<file path="config.mk">
export PLATFORM = sky130hd
export DESIGN_NAME = dac_sync_gate_and_dll_control
export DESIGN_NICKNAME = d
export VERILOG_FILES = /design/src/rtl/dac_ctrl_pkg.sv /design/src/rtl/dac_sync_gate_and_dll_control.sv /design/src/rtl/sample_pipe.sv
export SDC_FILE = /design/constraint.sdc
export NUM_CORES = 1
export LEC_CHECK = 0
export BUFFER_PORTS_ARGS = -buffer_cell sky130_fd_sc_hd__buf_2
export CORE_ASPECT_RATIO = 1.2
export CORE_MARGIN = 4
export CORE_UTILIZATION = 54
export DETAILED_ROUTE_END_ITERATION = 16
export PLACE_DENSITY = 0.85
export SLEW_MARGIN = 20
export SYNTH_ARGS = -nofsm -noshare
export SYNTH_HDL_FRONTEND = slang
export SYNTH_HIERARCHICAL = 1
export SYNTH_SLANG_ARGS = --single-unit
</file>
<file path="constraint.sdc">
create_clock -name ref_clk_i -period 4.3 [get_ports ref_clk_i]
set_clock_uncertainty 0.05 [all_clocks]
set_input_delay 0.43 -clock ref_clk_i [delete_from_list [all_inputs] [get_ports ref_clk_i]]
set_output_delay 0.43 -clock ref_clk_i [all_outputs]
set_load 0.005 [all_outputs]
</file>
<file path="src/rtl/dac_ctrl_pkg.sv">
package dac_ctrl_pkg;
    // Register byte offsets
    localparam logic [7:0] ADDR_CFG_ONE   = 8'h00;   // Sync effect enables, part one
    localparam logic [7:0] ADDR_CFG_THREE = 8'h04;   // Software sync controls
    localparam logic [7:0] ADDR_CFG_FIVE  = 8'h08;   // Sync effect enables, part two
    localparam logic [7:0] ADDR_CFG_SEVEN = 8'h0c;   // Coarse gain
    localparam logic [7:0] ADDR_CFG_EIGHT = 8'h10;   // Loop restart
    localparam logic [7:0] ADDR_CFG_TEN   = 8'h14;   // Loop current and delay
    localparam logic [7:0] ADDR_STAT_ZERO = 8'h18;   // Lock and gate state
    localparam logic [7:0] ADDR_IRQ_STAT  = 8'h1c;   // Sticky events
    localparam logic [7:0] ADDR_IRQ_MASK  = 8'h20;   // Event mask
    // Field positions
    localparam int SW_SEL_BIT   = 0;                  // Software sync select
    localparam int SW_SYNC_BIT  = 1;                  // Software sync level
    localparam int RESTART_BIT  = 0;                  // Loop restart strobe
    localparam int IFIX_LSB     = 0;                  // Fixed current field
    localparam int DELAY_LSB    = 4;                  // Delay field
    localparam int LOCK_BIT     = 0;                  // Lock status
    localparam int GATE_BIT     = 1;                  // Transmit gate status
    localparam int EV_SYNC      = 0;                  // Sync event
    localparam int EV_LOCK      = 1;                  // Lock achieved
    localparam int EV_LOSS      = 2;                  // Lock lost
    // Reset values
    localparam logic [7:0] CFG_ONE_RST   = 8'h00;
    localparam logic [7:0] CFG_FIVE_RST  = 8'h00;
    localparam logic [3:0] GAIN_RST      = 4'hf;
    localparam logic [2:0] IFIX_RST      = 3'h0;
    localparam logic [3:0] DELAY_RST     = 4'h0;
    localparam logic [2:0] MASK_RST      = 3'h0;
    // Timing: lock needs this many consecutive good clock edges
    localparam int LOCK_EDGES    = 16;
    // Link clock stall timeout
    localparam int STALL_NS      = 1000;
    localparam int CLK_NS        = 40;
    localparam int STALL_CYC     = STALL_NS / CLK_NS; // Longest time rounds down
    // Loop state machine
    typedef enum logic [1:0] {
        DLL_IDLE = 2'b00,
        DLL_ACQ  = 2'b01,
        DLL_LOCK = 2'b10
    } dll_state_t;
endpackage : dac_ctrl_pkg

</file>
<file path="src/rtl/dac_sync_gate_and_dll_control.sv">
// Chosen here: the register offsets and register access over APB.
`timescale 1ns/100ps
// Overview of operation
// - Gate low: zeros replace captured sample words at sample_o, not at the output shares
// - Rising gate edge fires configured sync event
// - Sync bit sampled alongside each data word
// - Software sync bits substitute for pin
// - Loop skews data clock against data
// - Restart bit begins fresh lock attempt
// - Lock status bit readable in status
// - Four-bit coarse gain field held
// - Offset binary code mapped to output shares
// - Sample on both data clock edges
module dac_sync_gate_and_dll_control
    import dac_ctrl_pkg::*;
#(
    parameter int W = 16
) (
    input  wire logic         ref_clk_i,
    input  wire logic         rst_i,
    // APB slave
    input  wire logic         psel,
    input  wire logic         penable,
    input  wire logic         pwrite,
    input  wire logic [31:0]  paddr,
    input  wire logic [31:0]  pwdata,
    output logic [31:0]       prdata,
    output logic              pready,
    output logic              pslverr,
    // Link pins
    input  wire logic         source_data_clock_i,
    input  wire logic [W-1:0] data_i,
    input  wire logic         sync_txen_pair_i,
    // Processing path
    output logic [W-1:0]      sample_o,
    output logic              sample_valid_o,
    output logic              sync_event_o,
    output logic [7:0]        sync_effects_o,
    output logic [W-1:0]      true_share_o,
    output logic [W-1:0]      comp_share_o,
    output logic [3:0]        coarse_output_gain_o,
    output logic [2:0]        dll_ifixed_o,
    output logic [3:0]        dll_delay_o,
    output logic              irq_o
);
    import dac_ctrl_pkg::*;

    // Pin synchronisers
    logic [W-1:0] data_m_r, data_s_r;      // Data two stages
    logic         sync_m_r, sync_s_r;      // Sync two stages
    logic         clk_m_r, clk_s_r;        // Link clock two stages
    logic         clk_d_r;                 // Previous synced link clock

    // Registers
    logic [7:0]   cfg_one_r;               // Sync effects, first group
    logic [7:0]   cfg_five_r;              // Sync effects, second group
    logic         sw_sel_r;                // Software sync select
    logic         sw_sync_r;               // Software sync level
    logic [3:0]   gain_r;                  // Coarse gain
    logic [2:0]   ifix_r;                  // Loop fixed current
    logic [3:0]   delay_r;                 // Loop delay
    logic [2:0]   irq_stat_r;              // Sticky events
    logic [2:0]   irq_mask_r;              // Event mask
    logic         gate_d_r;                // Previous gate level
    dll_state_t   dll_r;                   // Loop state
    logic [4:0]   good_cnt_r;              // Consecutive good edges
    logic [5:0]   stall_cnt_r;             // Cycles since last edge
    logic [W-1:0] stored_word;             // Word from capture stage
    logic         stored_sync;             // Sync bit from capture stage

    // Bus decode
    wire        wr_en    = psel && penable && pwrite;
    wire        rd_en    = psel && !pwrite;
    wire [7:0]  addr     = paddr[7:0];
    wire        hit_one  = (addr == ADDR_CFG_ONE);
    wire        hit_thr  = (addr == ADDR_CFG_THREE);
    wire        hit_five = (addr == ADDR_CFG_FIVE);
    wire        hit_sev  = (addr == ADDR_CFG_SEVEN);
    wire        hit_eig  = (addr == ADDR_CFG_EIGHT);
    wire        hit_ten  = (addr == ADDR_CFG_TEN);
    wire        hit_st0  = (addr == ADDR_STAT_ZERO);
    wire        hit_ist  = (addr == ADDR_IRQ_STAT);
    wire        hit_imk  = (addr == ADDR_IRQ_MASK);
    wire        mapped   = hit_one | hit_thr | hit_five | hit_sev | hit_eig
                         | hit_ten | hit_st0 | hit_ist | hit_imk;
    wire        restart  = wr_en && hit_eig && pwdata[RESTART_BIT];

    // Link clock edges found by the reference clock
    wire        clk_rise = clk_s_r && !clk_d_r;
    wire        clk_fall = !clk_s_r && clk_d_r;
    wire        clk_edge = clk_rise | clk_fall;
    wire        locked   = (dll_r == DLL_LOCK);

    // Effective gate: software level replaces pin when selected
    wire        gate     = sw_sel_r ? sw_sync_r : stored_sync;
    wire        gate_up  = gate && !gate_d_r;
    wire        lock_ev  = (dll_r == DLL_ACQ) && clk_edge
                         && (good_cnt_r == 5'(LOCK_EDGES - 1));
    wire        loss_ev  = locked && (stall_cnt_r == 6'(STALL_CYC));
    wire [2:0]  ev       = {loss_ev, lock_ev, gate_up};

    assign pready  = 1'b1;
    assign pslverr = psel && penable && !mapped;
    assign irq_o   = |(irq_stat_r & ~irq_mask_r);                             // Set mask bit blocks its event

    // Two-stage synchronisers on every pin
    always_ff @(posedge ref_clk_i) begin
        data_m_r <= data_i;
        data_s_r <= data_m_r;
        sync_m_r <= sync_txen_pair_i;
        sync_s_r <= sync_m_r;
        clk_m_r  <= source_data_clock_i;
        clk_s_r  <= clk_m_r;
        clk_d_r  <= clk_s_r;
    end

    // Capture word and sync together on each clock edge while the loop is locked
    sample_pipe #(.W(W)) u_pipe (
        .ref_clk_i (ref_clk_i),
        .rst_i     (rst_i),
        .load_i    (clk_edge && locked),
        .word_i    (data_s_r),
        .sync_i    (sync_s_r),
        .word_o    (stored_word),
        .sync_o    (stored_sync),
        .true_o    (true_share_o),
        .comp_o    (comp_share_o)
    );

    // Configuration registers
    always_ff @(posedge ref_clk_i) begin
        if (rst_i) begin
            cfg_one_r  <= CFG_ONE_RST;
            cfg_five_r <= CFG_FIVE_RST;
            sw_sel_r   <= 1'b0;
            sw_sync_r  <= 1'b0;
            gain_r     <= GAIN_RST;
            ifix_r     <= IFIX_RST;
            delay_r    <= DELAY_RST;
            irq_mask_r <= MASK_RST;
        end else if (wr_en) begin
            if (hit_one) begin
                cfg_one_r <= pwdata[7:0];
            end else if (hit_five) begin
                cfg_five_r <= pwdata[7:0];
            end else if (hit_thr) begin
                sw_sel_r  <= pwdata[SW_SEL_BIT];
                sw_sync_r <= pwdata[SW_SYNC_BIT];
            end else if (hit_sev) begin
                gain_r <= pwdata[3:0];
            end else if (hit_ten) begin
                ifix_r  <= pwdata[IFIX_LSB +: 3];
                delay_r <= pwdata[DELAY_LSB +: 4];
            end else if (hit_imk) begin
                irq_mask_r <= pwdata[2:0];
            end
        end
    end

    // Sticky events, set wins over write-one clear
    always_ff @(posedge ref_clk_i) begin
        if (rst_i) begin
            irq_stat_r <= '0;
        end else begin
            irq_stat_r <= (irq_stat_r & ~((wr_en && hit_ist) ? pwdata[2:0] : 3'h0)) | ev;
        end
    end

    // Loop: acquire by counting steady clock edges, drop on stall
    always_ff @(posedge ref_clk_i) begin
        if (rst_i) begin
            dll_r       <= DLL_IDLE;
            good_cnt_r  <= '0;
            stall_cnt_r <= '0;
        end else begin
            if (clk_edge || restart) begin
                stall_cnt_r <= '0;
            end else if (stall_cnt_r != 6'(STALL_CYC)) begin
                stall_cnt_r <= stall_cnt_r + 6'h1;
            end
            if (restart) begin
                dll_r      <= DLL_ACQ;
                good_cnt_r <= '0;
            end else begin
                case (dll_r)
                    DLL_IDLE: begin
                        good_cnt_r <= '0;
                    end
                    DLL_ACQ: begin
                        if (stall_cnt_r == 6'(STALL_CYC)) begin
                            good_cnt_r <= '0;
                        end else if (clk_edge) begin
                            if (lock_ev) begin
                                dll_r <= DLL_LOCK;
                            end
                            good_cnt_r <= good_cnt_r + 5'h1;
                        end
                    end
                    DLL_LOCK: begin
                        if (loss_ev) begin
                            dll_r <= DLL_ACQ;
                            good_cnt_r <= '0;
                        end
                    end
                    default: begin
                        dll_r <= DLL_IDLE;
                    end
                endcase
            end
        end
    end

    // Gate level history and output sample
    always_ff @(posedge ref_clk_i) begin
        if (rst_i) begin
            gate_d_r       <= 1'b0;
            sample_o       <= '0;
            sample_valid_o <= 1'b0;
            sync_event_o   <= 1'b0;
        end else begin
            gate_d_r       <= gate;
            sample_o       <= gate ? stored_word : '0;
            sample_valid_o <= gate;
            sync_event_o   <= gate_up;
        end
    end

    assign sync_effects_o       = cfg_one_r | cfg_five_r;
    assign coarse_output_gain_o = gain_r;
    assign dll_ifixed_o         = ifix_r;
    assign dll_delay_o          = delay_r;

    // Read data
    always_ff @(posedge ref_clk_i) begin
        if (rst_i) begin
            prdata <= '0;
        end else if (rd_en && !penable) begin
            if (hit_one) prdata <= {24'h0, cfg_one_r};
            else if (hit_five) prdata <= {24'h0, cfg_five_r};
            else if (hit_thr) prdata <= {30'h0, sw_sync_r, sw_sel_r};
            else if (hit_sev) prdata <= {28'h0, gain_r};
            else if (hit_ten) prdata <= {24'h0, delay_r, 1'b0, ifix_r};
            else if (hit_st0) prdata <= {30'h0, gate, locked};
            else if (hit_ist) prdata <= {29'h0, irq_stat_r};
            else if (hit_imk) prdata <= {29'h0, irq_mask_r};
            else prdata <= '0;
        end
    end

    // Zero fed when gate is low
    a_gate_zero: assert property (@(posedge ref_clk_i) disable iff (rst_i)
        !$past(gate) |-> sample_o == '0) else $error("sample not zero");
    // Sync pulse follows a rising gate
    a_sync_pulse: assert property (@(posedge ref_clk_i) disable iff (rst_i)
        gate && !gate_d_r |=> sync_event_o) else $error("no sync event");
    // Software select routes software level
    a_sw_route: assert property (@(posedge ref_clk_i) disable iff (rst_i)
        sw_sel_r |-> gate == sw_sync_r) else $error("sw sync ignored");
    // Restart leaves lock
    a_restart_acq: assert property (@(posedge ref_clk_i) disable iff (rst_i)
        restart |=> dll_r == DLL_ACQ) else $error("restart ignored");
    // Lock only after enough edges
    a_lock_count: assert property (@(posedge ref_clk_i) disable iff (rst_i)
        $rose(locked) |-> $past(good_cnt_r) == 5'(LOCK_EDGES - 1)) else $error("early lock");
    // Unmasked sticky sync event raises the interrupt
    a_irq_level: assert property (@(posedge ref_clk_i) disable iff (rst_i)
        irq_stat_r[EV_SYNC] && !irq_mask_r[EV_SYNC] |-> irq_o) else $error("irq mismatch");
    // Status read returns the lock state seen at setup
    a_lock_status: assert property (@(posedge ref_clk_i) disable iff (rst_i)
        rd_en && !penable && hit_st0 |=> prdata[LOCK_BIT] == $past(locked)) else $error("lock bit wrong");
    // Shares sum to full scale
    a_share_sum: assert property (@(posedge ref_clk_i) disable iff (rst_i)
        (true_share_o ^ comp_share_o) == '1) else $error("share mismatch");
    // Capture only on link edges
    a_capture_edge: assert property (@(posedge ref_clk_i) disable iff (rst_i)
        stored_word != $past(stored_word) |-> $past(clk_edge)) else $error("stray capture");
endmodule : dac_sync_gate_and_dll_control

</file>
<file path="src/rtl/sample_pipe.sv">
`timescale 1ns/100ps
// Holds captured sample with its sync bit and maps it to output shares
module sample_pipe #(
    parameter int W = 16
) (
    input  wire logic         ref_clk_i,
    input  wire logic         rst_i,
    input  wire logic         load_i,      // Capture strobe
    input  wire logic [W-1:0] word_i,      // Sampled word
    input  wire logic         sync_i,      // Sampled sync bit
    output logic [W-1:0]      word_o,      // Stored word
    output logic              sync_o,      // Stored sync bit
    output logic [W-1:0]      true_o,      // True output share
    output logic [W-1:0]      comp_o       // Complement output share
);
    // Word and sync stored together so they stay aligned
    always_ff @(posedge ref_clk_i) begin
        if (rst_i) begin
            word_o <= '0;
            sync_o <= 1'b0;
        end else if (load_i) begin
            word_o <= word_i;
            sync_o <= sync_i;
        end
    end

    // Offset binary: complement share is code, true share is max minus code
    always_ff @(posedge ref_clk_i) begin
        if (rst_i) begin
            true_o <= '1;
            comp_o <= '0;
        end else begin
            comp_o <= word_o;
            true_o <= ~word_o;
        end
    end
endmodule : sample_pipe

</file>
Word level (Yosys, flattened, before mapping)
Cells that the tools add are included.

Add/subtract/negate cells: 2. Bitwise gates (word level): 23. Equality and inequality tests: 23. Mux-type cells: 20. Reduce and logical (&&, ||, !) cells: 38.

Operators with widths (count): $mux W8 (5); $eq A8 B5 Y1 const B (4); $eq A8 B4 Y1 const B (2); $not A16 Y16 (1); $logic_and A1 B1 Y1 (15); $mux W5 (3); $pmux W5 S3 (1); $reduce_and A5 Y1 (3); $mux W3 (4); $ne A3 B3 Y1 const B (3); $or A1 B1 Y1 (9); $eq A8 B3 Y1 const B (1); $eq A8 B6 Y1 const B (1); $logic_not A8 Y1 (1); $mux W2 (4); $ne A2 B2 Y1 const B (4); $or A8 B8 Y8 (1); $not A1 Y1 (7); $reduce_and A7 Y1 (1); $add A6 B1 Y6 const B (1); $and A3 B3 Y3 (2); $eq A6 B5 Y1 const B (1); $logic_not A1 Y1 (6); $ne A3 B2 Y1 const B (2); 19 further kinds (24).

Output and inout port bits: 104. Flip-flop bits (word level): 184.

Longest topological paths before layout
Depth in word-level cells: 11. Mapped depth: 8.

By module
Netlist, hierarchy kept.

By module, submodules not included: dac_sync_gate_and_dll_control (instances 1, area each 4235.3 µm², cells an instance 459); sample_pipe (instances 1, area each 1426.4 µm², cells an instance 120).

Least setup slack after synthesis
OpenSTA, ideal clock, no wires.

Kind: flip-flop to flip-flop. Start point: register stall_cnt_r[0]. End point: register good_cnt_r[3]. Period minus slack after synthesis: 1.926 ns. Library setup time: 0.122 ns. Cell stages (with the launch flop): 8. Path slack: 2.374 ns. Data required time: 4.128 ns. Path buffers: 1. Data arrival time: 1.755 ns. Path through: dfxtp_1 ha_1 or3b_1 or2_2 buf_6 maj3_1 nand2_1 a21oi_1.

Longest elaborated chain between the ends: 4. Elaborated cells between the ends (all ways): 7.

Ends and longest elaborated chain: from (decl) (line dac_sync_gate_and_dll_control.sv:67) `logic [5:0] stall_cnt_r;`; from (signal assigned) (line dac_sync_gate_and_dll_control.sv:179) `stall_cnt_r <= stall_cnt_r + 6'h1;`; $eq A6 B5 Y1 (*) (line dac_sync_gate_and_dll_control.sv:99, dac_sync_gate_and_dll_control.sv:190); $logic_and A1 B1 Y1 (line dac_sync_gate_and_dll_control.sv:99) `wire loss_ev = locked && (stall_cnt_r == 6'(STALL_CYC));`; $ne A2 B1 Y1 (no line); $reduce_and A3 Y1 (no line); to (signal assigned) (line dac_sync_gate_and_dll_control.sv:196) `good_cnt_r <= good_cnt_r + 5'h1;`; to (decl) (line dac_sync_gate_and_dll_control.sv:66) `logic [4:0] good_cnt_r;`.

Every way passes the cells marked *; elsewhere a longest branch is shown, timed or not. A chain may end at the register's enable or synchronous reset.

Final worst setup path
Start point: input paddr[2]. End point: output pslverr.

Longest elaborated chain between the ends: 11. Elaborated cells between the ends (all ways): 19.

Ends and longest elaborated chain: from (decl) (line dac_sync_gate_and_dll_control.sv:25) `input wire logic [31:0] paddr,`; $eq A8 B3 Y1 / $logic_not A8 Y1 (equally long branches) (line dac_sync_gate_and_dll_control.sv:76, dac_sync_gate_and_dll_control.sv:75); $or A1 B1 Y1 (4 in series) (line dac_sync_gate_and_dll_control.sv:84) `wire mapped = hit_one | hit_thr | hit_five | hit_sev | hit_eig`; $or A1 B1 Y1 (3 in series) (line dac_sync_gate_and_dll_control.sv:85) `| hit_ten | hit_st0 | hit_ist | hit_imk;`; $or A1 B1 Y1 (*) (line dac_sync_gate_and_dll_control.sv:85); $logic_not A1 Y1 (*) (line dac_sync_gate_and_dll_control.sv:103) `assign pslverr = psel && penable && !mapped;`; $logic_and A1 B1 Y1 (*) (line dac_sync_gate_and_dll_control.sv:103); to (decl) (line dac_sync_gate_and_dll_control.sv:29) `output logic pslverr,`.

Marks and branches as above.

==> run metrics <==
Synth top area share 56.6%; Critical Path AT roughly 1600 ps; largest net degree at the start of global routing 40; FF/Latch Area roughly 0.0032 mm^2; reg2reg path depth 6; post-detail-place hpwl 8550 um; ys flop type dfxtp_1; Min-Delay Startpoint data_i[5]; Top Ports 191; synth warn 6; library cells used by synthesis 51; most frequent cell after synthesis dfxtp_1; Initial Util between 50% and 60%; setup TNS 0 ps; Async SR Flop Fraction 0%; syn avg cell area approximately 10 um^2; Max FO, Critical Path 21; cell family with most CP delay simple AND/OR/NAND/NOR gates; Die Width ~100 um; Crit path depth 5; top post-synthesis cells by count dfxtp_1, nand2_1, a21oi_1, nand3_1, nor2_1; Tcrit/Tclk final 48.3%; Num CTS Buffers 17; CP Launch Point paddr[2]; CP most frequent cell buf_2; Post-synth EDFFs 0; 1st-iter DRT viols 259; RePlAce Congestion around 0.87; Final Hold Violating Endpoints 0; post-layout util between 60 and 70%; PortBufs 117; 1st-pass router iterations 5; Worst-Skew Late Latency 410 ps; diodes inserted 0; status complete, no violations; antenna violations before repair 0; worst setup slack after layout ~2200 ps; CP bufs+invs 2; area of the mapped netlist 0.00566 mm^2; Root Buffer clkbuf_16; Post-CTS Resized 0; Critical Path Source Type input pin; DR vias roughly 4400; critical path data required time roughly 3800 ps; PD cells 442 mW/mm^2; vias in the first global route 4144; Max VDD drop 0.000320 V; Area Growth Syn to Fin 18.3%; minimum clock period around 2100 ps; WL per Instance 14.8 um; Reg2Reg Launch Point stall_cnt_r[0]; Slew @ Worst Pin ~900 ps; GRT overflow 0; Area after DPL around 0.006 mm^2; Post-DRT Antenna Nets 0; Hold Buf Count CTS 0; Max Slew Vio Count 0; Leak approximately 2.8 nW; clock tree buffer depth 2; Synth area leaders dfxtp_1, a21oi_1, nand3_1, mux2i_1, buf_4; final instance area 0.00670 mm^2; core area around 0.010 mm^2; max incr delay on CP about 540 ps; critical path cell sequence buf_2, or4_4, o21ai_0, a21oi_1, buf_2; drt total wl approximately 12000 um; Die Y around 120 um; Final #Nets 782; Hold Crit Class input pin to register; Multi-input gate area 0.00208 mm^2; FP Rows 40; unrepaired setup endpoints after global routing no; Filler cells around 800; Fmax ~0.48 GHz; via/cell ratio 5.26; Place WS ~2000 ps; cell taking the most area after synthesis dfxtp_1; post-synthesis sequential area ratio a little under three fifths; Clock Pin Slew Worst Setup and Hold Paths 60 ps; clk sinks 160; hold depth 1; Critical-path top delay cell or4_4; maxcap violations 0; GRT Overall Usage around 20%; Crit Path Class input pin to output port; proportion of layout cells with a drive suffix above 1 24.4%; die area 0.0122 mm^2; Setup Buffers After CTS 0; post-synthesis cell count a little under 600; CP Capture Type output port; # DRC 0; final setup fails 0; CTS tree done; Slew HR ~40%; global-route wire length before repair 19500 um; H-tree depth 4; Synth Register Bits between 150 and 200
kinds of logic after synthesis:
group	count (synthesis)	synth area share, %
compound gates	83	8.42
flops	160	56.6
fa+ha+maj	5	1.06
other cells	2	0.133
buf+inv	77	8.29
xor+xnor	7	1.08
simple gates	221	19.7
mux	24	4.71
layout make-up:
cell class | count | share of cell area [%]
Sequential cell | 160 | 47.8
Multi-Input combinational cell | 365 | 31.1
Timing Repair Buffer | 122 | 9.30
Clock buffer | 22 | 6.93
Tap cell | 126 | 2.35
Inverter | 25 | 1.40
Clock inverter | 10 | 1.16
report_power, final:
group / internal, mW / switching [mW] / leakage [nW] / total (mW)
Sequential: 1.50 / 0.00691 / 1.30 / 1.51
Clock: 0.775 / 0.583 / 0.255 / 1.36
Combinational: 0.0300 / 0.0627 / 1.24 / 0.0927
cells in the final DEF (no fill, tap or decap), types with 3 or more instances in the layout:
| master | Yosys | routed |
|---|---|---|
| a211oi_1 | 5 | 5 |
| a21oi_1 | 52 | 52 |
| a32oi_1 | 4 | 4 |
| and2_1 | 17 | 17 |
| buf_2 | 5 | 117 |
| buf_4 | 27 | 5 |
| clkbuf_1 | 11 | 3 |
| clkbuf_16 | 0 | 17 |
| clkinvlp_4 | 0 | 4 |
| conb_1 | 2 | 25 |
| dfxtp_1 | 160 | 160 |
| ha_1 | 4 | 4 |
| inv_1 | 24 | 24 |
| inv_6 | 0 | 3 |
| mux2i_1 | 21 | 21 |
| nand2_1 | 54 | 54 |
| nand2b_1 | 6 | 6 |
| nand3_1 | 47 | 47 |
| nor2_1 | 44 | 42 |
| nor2b_1 | 19 | 19 |
| nor3_1 | 5 | 5 |
| nor3b_1 | 3 | 3 |
| o21ai_0 | 12 | 12 |
| or2_2 | 10 | 10 |
| xnor2_1 | 4 | 4 |
| xor2_1 | 3 | 3 |
flip-flops by register name, summed over array words and instances, names as in the netlist, 2 cells and up:
name                  count
irq_mask_r                3
u_pipe/true_o            16
prdata                    8
stall_cnt_r               6
cfg_five_r                8
cfg_one_r                 8
dll_r                     2
good_cnt_r                5
u_pipe/word_o            16
sample_o                 16
coarse_output_gain_o      4
data_s_r                 16
dll_ifixed_o              3
irq_stat_r                3
data_m_r                 16
u_pipe/comp_o            16
dll_delay_o               4
worst reg2reg max path, cell delays in order, from the launching register on:
cell and delay (ps):
dfxtp_1 390, ha_1 170, or3b_1 380, or2_2 370, maj3_1 370, nand2_1 130
a21oi_1 50
worst paths after layout:
path	slack, ps	end
max	2220	pslverr
min	60	data_m_r[5]
max reg2reg	2260	good_cnt_r[3]
min reg2reg	280	data_s_r[0]
stage by stage:
step	total power, mW	std cells	hold WS [ps]
3_3_place_gp	1.63	798	260
6_report	2.96	830	62.9
5_1_grt	3.06	830	48.4
2_1_floorplan	1.62	602	260
4_1_cts	2.98	830	49.3
3_5_place_dp	1.63	798	262
routing by layer:
metal,vias up,GRT usage (%),routed length (um)
met3,26,5.29,891
li1,2111,-,-
met1,2039,23.8,4900
met2,193,34.2,6180
met5,-,0,0
met4,0,9.39,311
No activity file was read; power rests on OpenSTA's default activity.
